**src/pkg/rtam_pkg.sv**
```systemverilog
// Purpose: shared constants and types of the alarm match and output selector
// Assumes: 8-bit register images, word index on the register bus
// Notes:   byte address of a register is four times its index
package rtam_pkg;

	// ------------------------------------------------------------
	// sizes
	// ------------------------------------------------------------
	localparam int ADDR_W  = 8;            // register bus byte address width
	localparam int NUM_ALM = 2;            // two alarm units
	localparam int NUM_FLD = 6;            // match registers per alarm

	// field slots inside one alarm unit
	localparam int F_SEC   = 0;
	localparam int F_MIN   = 1;
	localparam int F_HOUR  = 2;
	localparam int F_DAY_OF_WEEK_VALUE = 3;
	localparam int F_DATE  = 4;
	localparam int F_MTH   = 5;

	// ------------------------------------------------------------
	// register indices
	// ------------------------------------------------------------
	localparam logic [5:0] IDX_CONTROL = 6'h07;
	localparam logic [5:0] IDX_ALM [NUM_ALM][NUM_FLD] = '{
		'{6'h0a, 6'h0b, 6'h0c, 6'h0d, 6'h0e, 6'h0f},
		'{6'h11, 6'h12, 6'h13, 6'h14, 6'h15, 6'h16}};

	// ------------------------------------------------------------
	// reset values, writable bits, compared bits
	// ------------------------------------------------------------
	localparam logic [7:0] RST_ALM [NUM_FLD] = '{8'h00, 8'h00, 8'h00, 8'h01, 8'h01, 8'h01};
	localparam logic [7:0] RST_CONTROL       = 8'h80;
	localparam logic [7:0] WMASK [NUM_FLD]   = '{8'h7f, 8'h7f, 8'h3f, 8'hf7, 8'h3f, 8'h1f};
	localparam logic [7:0] CMASK [NUM_FLD]   = '{8'h7f, 8'h7f, 8'h3f, 8'h07, 8'h3f, 8'h1f};

	// ------------------------------------------------------------
	// field positions
	// ------------------------------------------------------------
	localparam int POL_BIT    = 7;         // output polarity, weekday register
	localparam int MSK_LSB    = 4;         // compare select, 3 bits
	localparam int FLAG_BIT   = 3;         // match flag, weekday register
	localparam int HR_FMT_BIT = 6;         // 12/24 format bit in hour registers
	localparam int CTL_OUT    = 7;         // general-purpose level
	localparam int CTL_SQUARE_WAVE_ENABLE  = 6;         // square-wave enable
	localparam int CTL_EN0    = 4;         // first alarm enable, next bit second

	// compare select codes
	localparam logic [2:0] SEL_SEC   = 3'h0;
	localparam logic [2:0] SEL_MIN   = 3'h1;
	localparam logic [2:0] SEL_HOUR  = 3'h2;
	localparam logic [2:0] SEL_DAY_OF_WEEK_VALUE = 3'h3;
	localparam logic [2:0] SEL_DATE  = 3'h4;
	localparam logic [2:0] SEL_ALL   = 3'h7;

	// bus responses
	localparam logic [1:0] RESP_OKAY   = 2'h0;
	localparam logic [1:0] RESP_SLVERR = 2'h2;

	// pin modes
	typedef enum logic [1:0] {MODE_GPIO, MODE_ALARM, MODE_SQUARE} rtam_mode_t;

endpackage

```
**src/verilog/rtam_alarm_mux.sv**
```systemverilog
// Purpose: dual alarm match registers and multi-function pin selector
// Assumes: timekeeping values and square wave come from logic on aclk
// Notes:   pin is open drain; only the low level is actively driven
//
// Function
// - minute match: tens bits 6-4, top zero
// - hour format bit mirrors timekeeping hour register
// - 12h: bit5 half day, bit4 tens
// - 24h: bits 5-4 tens, 3-0 ones
// - weekday bit7 picks asserted pin level
// - compare select code picks compared fields
// - hour compare honours 12/24 and half day
// - match sets sticky flag, host clears
// - flag re-sets while match persists
// - weekday write clears flag, never sets
// - weekday value in bits 2-0
// - date match: tens bits 5-4, 7-6 zero
// - month match: tens bit4, 7-5 zero
// - pin mode: square, alarm, else gpio
// - backup supply: only alarm mode works
// - one alarm: pin follows flag by polarity
// - two alarms: OR or inverted AND
// - gpio mode: pin equals control level bit
//
// The AXI4-Lite slave port was chosen for this implementation.
`timescale 1ns/1ps
module rtam_alarm_mux (
	input  wire logic                       aclk,
	input  wire logic                       aresetn,
	input  wire logic                       ce,
	// register bus, write address
	input  wire logic                       awvalid,
	output logic                            awready,
	input  wire logic [rtam_pkg::ADDR_W-1:0] awaddr,
	// write data
	input  wire logic                       wvalid,
	output logic                            wready,
	input  wire logic [31:0]                wdata,
	input  wire logic [3:0]                 wstrb,
	// write response
	output logic                            bvalid,
	input  wire logic                       bready,
	output logic [1:0]                      bresp,
	// read address
	input  wire logic                       arvalid,
	output logic                            arready,
	input  wire logic [rtam_pkg::ADDR_W-1:0] araddr,
	// read data
	output logic                            rvalid,
	input  wire logic                       rready,
	output logic [31:0]                     rdata,
	output logic [1:0]                      rresp,
	// timekeeping register images
	input  wire logic [7:0]                 tk_second,
	input  wire logic [7:0]                 tk_minute,
	input  wire logic [7:0]                 tk_hour,
	input  wire logic [7:0]                 tk_weekday,
	input  wire logic [7:0]                 tk_date,
	input  wire logic [7:0]                 tk_month,
	// divider output and supply state
	input  wire logic                       square_wave_in,
	input  wire logic                       on_backup_supply,
	// open-drain multi-function pin
	output logic                            multi_function_pin_out,
	output logic                            multi_function_pin_oe
);
	import rtam_pkg::*;

	// ------------------------------------------------------------
	// storage
	// ------------------------------------------------------------
	logic [7:0]         areg_ff [NUM_ALM][NUM_FLD]; // alarm images
	logic [7:0]         ctrl_ff;                    // control image
	logic [NUM_ALM-1:0] flag_ff;                    // sticky match flags
	logic               oe_ff;                      // pin pull-low

	// write channel holding state
	logic               aw_held_ff;
	logic               w_held_ff;
	logic [5:0]         wr_idx_ff;   // word index of held address
	logic [7:0]         wbyte_ff;    // low byte of held data
	logic               wlane_ff;    // low byte lane enabled
	logic               bvalid_ff;
	logic [1:0]         bresp_ff;

	// read channel state
	logic               rvalid_ff;
	logic [7:0]         rbyte_ff;
	logic [1:0]         rresp_ff;

	// ------------------------------------------------------------
	// combinational nets
	// ------------------------------------------------------------
	logic [7:0]         tk_w [NUM_FLD];       // timekeeping by slot
	logic [7:0]         view_w [NUM_ALM][NUM_FLD]; // read images
	logic [NUM_ALM-1:0] match_w;              // live match per alarm
	logic [NUM_ALM-1:0] wk_wr_w;              // weekday register written
	logic [NUM_ALM-1:0] pol_w;                // polarity per alarm
	logic [NUM_ALM-1:0] en_w;                 // enable per alarm
	logic [7:0]         rd_acc [NUM_ALM*NUM_FLD+1]; // read mux chain
	logic [NUM_ALM*NUM_FLD:0] rd_hit_acc;     // read hit chain
	logic [NUM_ALM*NUM_FLD:0] wr_hit_acc;     // write hit chain
	logic               wr_fire;              // write performed now
	logic               ar_fire;              // read taken now
	logic [5:0]         rd_idx;               // word index of read
	logic               ctl_wr;               // control written
	rtam_mode_t         mode_w;               // selected pin mode
	logic               alarm_lvl;            // alarm-mode pin level
	logic               pin_lvl;              // selected pin level
	logic               released;             // mode unavailable on backup
	logic               nxt_oe;               // next pull-low

	// slot view of the timekeeping inputs
	assign tk_w[F_SEC]   = tk_second;
	assign tk_w[F_MIN]   = tk_minute;
	assign tk_w[F_HOUR]  = tk_hour;
	assign tk_w[F_DAY_OF_WEEK_VALUE] = tk_weekday;
	assign tk_w[F_DATE]  = tk_date;
	assign tk_w[F_MTH]   = tk_month;

	// ------------------------------------------------------------
	// register bus handshakes
	// ------------------------------------------------------------
	// readies drop with ce so nothing is taken while frozen
	assign awready = ce & ~aw_held_ff;
	assign wready  = ce & ~w_held_ff;
	assign arready = ce & ~rvalid_ff;
	assign bvalid  = bvalid_ff;
	assign bresp   = bresp_ff;
	assign rvalid  = rvalid_ff;
	assign rresp   = rresp_ff;
	assign rdata   = {24'h000000, rbyte_ff};

	// write happens once address and data are both held
	assign wr_fire = aw_held_ff & w_held_ff & ~bvalid_ff;
	assign ar_fire = arvalid & arready;
	assign rd_idx  = araddr[ADDR_W-1:2];
	assign ctl_wr  = wr_fire & (wr_idx_ff == IDX_CONTROL);

	// write address capture
	always_ff @(posedge aclk) begin
		if (!aresetn) begin
			aw_held_ff <= 1'b0;
			wr_idx_ff  <= 6'h00;
		end else if (ce) begin
			if (awvalid & awready) begin
				aw_held_ff <= 1'b1;
				wr_idx_ff  <= awaddr[ADDR_W-1:2];
			end else if (wr_fire) begin
				aw_held_ff <= 1'b0;
			end
		end
	end

	// write data capture, only the low lane carries register bits
	always_ff @(posedge aclk) begin
		if (!aresetn) begin
			w_held_ff <= 1'b0;
			wbyte_ff  <= 8'h00;
			wlane_ff  <= 1'b0;
		end else if (ce) begin
			if (wvalid & wready) begin
				w_held_ff <= 1'b1;
				wbyte_ff  <= wdata[7:0];
				wlane_ff  <= wstrb[0];
			end else if (wr_fire) begin
				w_held_ff <= 1'b0;
			end
		end
	end

	// write response, unmapped index answers slave error
	always_ff @(posedge aclk) begin
		if (!aresetn) begin
			bvalid_ff <= 1'b0;
			bresp_ff  <= RESP_OKAY;
		end else if (ce) begin
			if (wr_fire) begin
				bvalid_ff <= 1'b1;
				bresp_ff  <= wr_hit_acc[NUM_ALM*NUM_FLD] ? RESP_OKAY : RESP_SLVERR;
			end else if (bready) begin
				bvalid_ff <= 1'b0;
			end
		end
	end

	// read answer, registered on the same edge that takes the address
	always_ff @(posedge aclk) begin
		if (!aresetn) begin
			rvalid_ff <= 1'b0;
			rbyte_ff  <= 8'h00;
			rresp_ff  <= RESP_OKAY;
		end else if (ce) begin
			if (ar_fire) begin
				rvalid_ff <= 1'b1;
				rbyte_ff  <= rd_acc[NUM_ALM*NUM_FLD];
				rresp_ff  <= rd_hit_acc[NUM_ALM*NUM_FLD] ? RESP_OKAY : RESP_SLVERR;
			end else if (rready) begin
				rvalid_ff <= 1'b0;
			end
		end
	end

	// ------------------------------------------------------------
	// control register
	// ------------------------------------------------------------
	// low nibble is plain storage for oscillator, trim and divider
	always_ff @(posedge aclk) begin
		if (!aresetn) begin
			ctrl_ff <= RST_CONTROL;
		end else if (ce && ctl_wr && wlane_ff) begin
			ctrl_ff <= wbyte_ff;
		end
	end

	// chain heads: control register is the first decode term
	assign rd_acc[0]     = (rd_idx == IDX_CONTROL) ? ctrl_ff : 8'h00;
	assign rd_hit_acc[0] = (rd_idx == IDX_CONTROL);
	assign wr_hit_acc[0] = (wr_idx_ff == IDX_CONTROL);

	// ------------------------------------------------------------
	// alarm units
	// ------------------------------------------------------------
	for (genvar i = 0; i < NUM_ALM; i++) begin : g_alm
		logic [NUM_FLD-1:0] eq_w;     // per-field equality
		logic [NUM_FLD-1:0] wr_sel;   // per-field write select
		logic [2:0]         sel_w;    // compare select code
		logic               sel_eq;   // selected fields all equal

		assign sel_w    = areg_ff[i][F_DAY_OF_WEEK_VALUE][MSK_LSB +: 3];
		assign pol_w[i] = areg_ff[i][F_DAY_OF_WEEK_VALUE][POL_BIT];
		assign en_w[i]  = ctrl_ff[CTL_EN0 + i];

		for (genvar k = 0; k < NUM_FLD; k++) begin : g_fld
			localparam int N = i * NUM_FLD + k;
			// hour compare spans half-day and tens bits, so the
			// 12h and 24h encodings compare as stored
			assign eq_w[k] = ((areg_ff[i][k] & CMASK[k]) ==
				(tk_w[k] & CMASK[k]));
			assign wr_sel[k] = wr_fire & wlane_ff & (wr_idx_ff == IDX_ALM[i][k]);
			assign rd_hit_acc[N+1] = rd_hit_acc[N] | (rd_idx == IDX_ALM[i][k]);
			assign wr_hit_acc[N+1] = wr_hit_acc[N] | (wr_idx_ff == IDX_ALM[i][k]);
			assign rd_acc[N+1] = rd_acc[N] |
				((rd_idx == IDX_ALM[i][k]) ? view_w[i][k] : 8'h00);

			// store only writable bits; format and flag bits stay out
			always_ff @(posedge aclk) begin
				if (!aresetn) begin
					areg_ff[i][k] <= RST_ALM[k];
				end else if (ce && wr_sel[k]) begin
					areg_ff[i][k] <= wbyte_ff & WMASK[k];
				end
			end
		end

		// read images: hour shows live format, weekday shows flag
		assign view_w[i][F_SEC]   = areg_ff[i][F_SEC];
		assign view_w[i][F_MIN]   = areg_ff[i][F_MIN];
		assign view_w[i][F_HOUR]  = areg_ff[i][F_HOUR] |
			(8'(tk_hour[HR_FMT_BIT]) << HR_FMT_BIT);
		assign view_w[i][F_DAY_OF_WEEK_VALUE] = areg_ff[i][F_DAY_OF_WEEK_VALUE] |
			(8'(flag_ff[i]) << FLAG_BIT);
		assign view_w[i][F_DATE]  = areg_ff[i][F_DATE];
		assign view_w[i][F_MTH]   = areg_ff[i][F_MTH];

		// reserved codes select nothing, so they never match
		assign sel_eq = ((sel_w == SEL_SEC)   & eq_w[F_SEC])   |
				((sel_w == SEL_MIN)   & eq_w[F_MIN])   |
				((sel_w == SEL_HOUR)  & eq_w[F_HOUR])  |
				((sel_w == SEL_DAY_OF_WEEK_VALUE) & eq_w[F_DAY_OF_WEEK_VALUE]) |
				((sel_w == SEL_DATE)  & eq_w[F_DATE])  |
				((sel_w == SEL_ALL)   & (&eq_w));

		// comparison is live, so every counter update is seen
		assign match_w[i] = en_w[i] & sel_eq;

		// any accepted write to the weekday index clears
		assign wk_wr_w[i] = wr_fire & (wr_idx_ff == IDX_ALM[i][F_DAY_OF_WEEK_VALUE]);

		// set beats clear: a match held through the clear re-sets
		always_ff @(posedge aclk) begin
			if (!aresetn) begin
				flag_ff[i] <= 1'b0;
			end else if (ce) begin
				flag_ff[i] <= match_w[i] | (flag_ff[i] & ~wk_wr_w[i]);
			end
		end
	end

	// ------------------------------------------------------------
	// pin selector
	// ------------------------------------------------------------
	// square wave wins over the alarm enables
	assign mode_w = ctrl_ff[CTL_SQUARE_WAVE_ENABLE] ? MODE_SQUARE :
			(|en_w) ? MODE_ALARM : MODE_GPIO;

	// dual alarms share the first unit's polarity
	assign alarm_lvl = (&en_w) ?
			(pol_w[0] ? (|flag_ff) : ~(&flag_ff)) :
			en_w[0] ? (pol_w[0] ? flag_ff[0] : ~flag_ff[0]) :
			(pol_w[1] ? flag_ff[1] : ~flag_ff[1]);

	// level per mode
	always_comb begin
		case (mode_w)
			MODE_SQUARE: pin_lvl = square_wave_in;
			MODE_ALARM:  pin_lvl = alarm_lvl;
			MODE_GPIO:   pin_lvl = ctrl_ff[CTL_OUT];
			default:     pin_lvl = 1'b1;
		endcase
	end

	// on backup only the alarm output drives; others float high
	assign released = on_backup_supply & (mode_w != MODE_ALARM);
	assign nxt_oe   = ~pin_lvl & ~released;

	// registered pull-low, one edge behind its cause
	always_ff @(posedge aclk) begin
		if (!aresetn) begin
			oe_ff <= 1'b0;
		end else if (ce) begin
			oe_ff <= nxt_oe;
		end
	end

	// open drain: the pin only ever pulls low
	assign multi_function_pin_out = 1'b0;
	assign multi_function_pin_oe  = oe_ff;

endmodule

```
**config.mk**
```make
export PLATFORM = sky130hd
export DESIGN_NAME = rtam_alarm_mux
export DESIGN_NICKNAME = d
export VERILOG_FILES = /design/src/pkg/rtam_pkg.sv /design/src/verilog/rtam_alarm_mux.sv
export SDC_FILE = /design/constraint.sdc
export NUM_CORES = 1
export LEC_CHECK = 0
export CORE_MARGIN = 2
export CORE_UTILIZATION = 49
export DETAILED_ROUTE_END_ITERATION = 10
export DONT_BUFFER_PORTS = 1
export PLACE_DENSITY = 0.66
export SLEW_MARGIN = 20
export SYNTH_ARGS = -nofsm -noshare
export SYNTH_HDL_FRONTEND = slang
export SYNTH_SLANG_ARGS = --single-unit
```
**constraint.sdc**
```tcl
create_clock -name aclk -period 2.1 [get_ports aclk]
set_clock_uncertainty 0.15 [all_clocks]
set_input_delay 0.21 -clock aclk [delete_from_list [all_inputs] [get_ports aclk]]
set_output_delay 0.21 -clock aclk [all_outputs]
set_load 0.05 [all_outputs]
```
==> results_dict.tcl <==
set metrics [dict create \
    drt_wl_total_um 19700 \
    postRouteAntennaNets 0 \
    cts_buffers 17 \
    cp_data_required_time_ns 2.08 \
    r2r_cells 5 \
    ios 153 \
    antenna_found_initial 0 \
    final_core_util_pct 59.8 \
    gp_congestion 0.964 \
    grt_pass1_vias 5307 \
    rsz0062_at_grt "no" \
    layout_common_cells "edfxtp_1 (76), and2_1 (73), nand2_1 (47)" \
    clock_latency_ns 0.42 \
    path_class "flop to flop" \
    hp-start "aresetn" \
    cp.arrival_ns 1.96 \
    synth_edf_count 76 \
    regArea_um2 3080 \
    hold_viol_final 0 \
    die_y_um 119 \
    finalCriticalPeriod_ns 1.98 \
    power.leakage_nw 2.89 \
    ys_ff_latch 116 \
    drt_iter0_drc 554 \
    dp_hpwl_um 13800 \
    routedWlPerCell_um 22.0 \
    placed_cells 820 \
    syn2layout_area_growth_pct 20.4 \
    path_cells "and4b_2, and2_1, nand3b_1, o21ai_2, buf_12" \
    ctsRootBufferMaster "clkbuf_16" \
    syn-cell-area_um2 6530 \
    grt_max_degree 52 \
    setup_slack_ns 0.117 \
    r2r_start "aw_held_ff$_SDFFE_PN0P_" \
    crit_buf_inv 1 \
    finalCritPeriodShare_pct 94.4 \
    viasPerCell 5.86 \
    worst_slew_pin_slew_ns 0.747 \
    timing.rr.end "areg_ff[1][32]$_SDFFCE_PN0P_" \
    final_cell_count_no_fill 894 \
    slowest_stage "dfxtp_1" \
    layout_commonest_cell "edfxtp_1" \
    whs_path_depth 2 \
    post-place-ws_ns 0.0474 \
    max-vdd-ir-drop_mv 0.486 \
    crit_fanout 7 \
    via_count 5241 \
    cts_buffer_depth 2 \
    grt_first_pass_wirelength_um 30200 \
    io_buffers 0 \
    clkSlewWorstSetupHoldPaths_ns 0.05 \
    syn_inst 636 \
    drtPass1Iterations 5 \
    r2r_slack_ns 0.12 \
    htreeDepth 4 \
    grtUsageTotal_pct 28.5 \
    critPathMaxStageDelay_ns 0.36 \
    synth_ff_type "edfxtp_1" \
    max_freq_ghz 0.504 \
    rows 42 \
    hold_ws_ns 0.00859 \
    min_path_type "input port to flop" \
    ys_async_sr_fraction_pct 0 \
    multiInputGateArea_um2 3230 \
    drc 0 \
    syn_avg_cell_area_um2 10.3 \
    finalMaxSlewViolations 0 \
    slew_headroom_pct 50.2 \
    fill_cells 1112 \
    core_area_um2 13100 \
    die-area_um2 14300 \
    num_antenna_cells 0 \
    cts_tree "yes" \
    setup_viol 0 \
    min_delay_worst_endpoint "areg_ff[0][29]$_SDFFCE_PN0P_" \
    yosysSeqAreaShare_pct 47.2 \
    final_nets 815 \
    start_util_pct 49.7 \
    powerDensity_nw_per_um2 760 \
    crit_path_end_kind "flop" \
    clock-sinks 116 \
    gr-total-overflow 0 \
    drv_cap 0 \
    synth.distinct_cells 65 \
    dieWidth_um 119 \
    critical-path-top-delay-family "simple AND/OR/NAND/NOR gates" \
    layout-drive-gt1-share_pct 13.2 \
    cp-start-kind "flop" \
    tns_ns 0 \
    yosysWarnings 0 \
    status "complete, no violations" \
]
==> synthesized netlist by cell type (all sizes together), types with 21 or more instances <==
master | count | area [µm²]
edfxtp | 76 | 2280
nand2 | 47 | 176
dfxtp | 40 | 801
clkbuf | 22 | 82.6
mux2i | 21 | 210
xor2 | 40 | 350
nor2 | 29 | 114
o21ai | 32 | 160
buf | 37 | 256
nand3 | 27 | 135
and2 | 73 | 457
xnor2 | 31 | 272
==> through the flow <==
step                      cell area [µm²]  total power [mW]
after CTS                            7820              5.98
after global routing                 7860              6.13
after global placement               6840              3.18
after floorplan                      6640              3.10
after detailed placement             6840              3.19
final                                7860              5.97
==> state kept, by name, indices dropped and copies added, names as in the netlist <==
register	cells
w_held_ff	1
wr_idx_ff	6
multi_function_pin_oe	1
wbyte_ff	8
rresp	1
rvalid	1
rbyte_ff	8
bresp	1
flag_ff	2
bvalid	1
ctrl_ff	8
aw_held_ff	1
areg_ff	76
wlane_ff	1
==> final cells by class <==
cell class	count	share of cell area, %
clock buffer	30	7.07
timing repair buffer	83	9.49
clock inverter	2	0.127
sequential	116	39.2
inverter	3	0.143
multi-input combinational	484	41.1
tap	176	2.80
==> timing repair <==
action                                 4_1_cts  5_1_grt
hold buffers                                40        0
endpoints found under the hold margin       91        0
resized for setup                            0        5
setup endpoints to repair                    0       53
buffers inserted                             0        2
==> per-layer routing <==
metal / GRT usage [%] / part of all wire, % / up-vias
met5: 0 / 0 / -
met3: 5.60 / 7.8 / 40
met2: 46.6 / 48 / 277
met1: 36.4 / 41 / 2541
li1: - / - / 2383
met4: 13.4 / 3.1 / 0
==> worst max-delay path by stage <==
stage | startpoint | end | depth (start not counted)
after CTS | aw_held_ff$_SDFFE_PN0P_ | areg_ff[0][37]$_SDFFCE_PN0P_ | 5
after global routing | aw_held_ff$_SDFFE_PN0P_ | areg_ff[1][32]$_SDFFCE_PN0P_ | 5
after detailed placement | aw_held_ff$_SDFFE_PN0P_ | areg_ff[0][36]$_SDFFCE_PN0P_ | 5
after global placement | areg_ff[0][29]$_SDFFCE_PN0P_ | flag_ff[0]$_SDFFE_PN0P_ | 6
after floorplan | bvalid$_SDFFE_PN0P_ | areg_ff[0][31]$_SDFFCE_PN0P_ | 4
final | aw_held_ff$_SDFFE_PN0P_ | areg_ff[1][32]$_SDFFCE_PN0P_ | 5
==> kinds of logic after synthesis <==
family          synth area share [%]
mux                             4.43
xor+xnor                        9.53
flops                           47.2
compound gates                  11.7
buf+inv                         5.37
simple gates                    21.7
other cells                   0.0574
==> where the power goes <==
| group | total, mW | switching (mW) | internal (mW) | leakage [nW] |
|---|---|---|---|---|
| combinational | 0.618 | 0.378 | 0.240 | 1.52 |
| sequential | 2.62 | 0.120 | 2.50 | 1.09 |
| clock | 2.73 | 0.968 | 1.76 | 0.280 |
| total | 5.97 | 1.47 | 4.51 | 2.89 |
No activity file was read; power rests on OpenSTA's default activity.
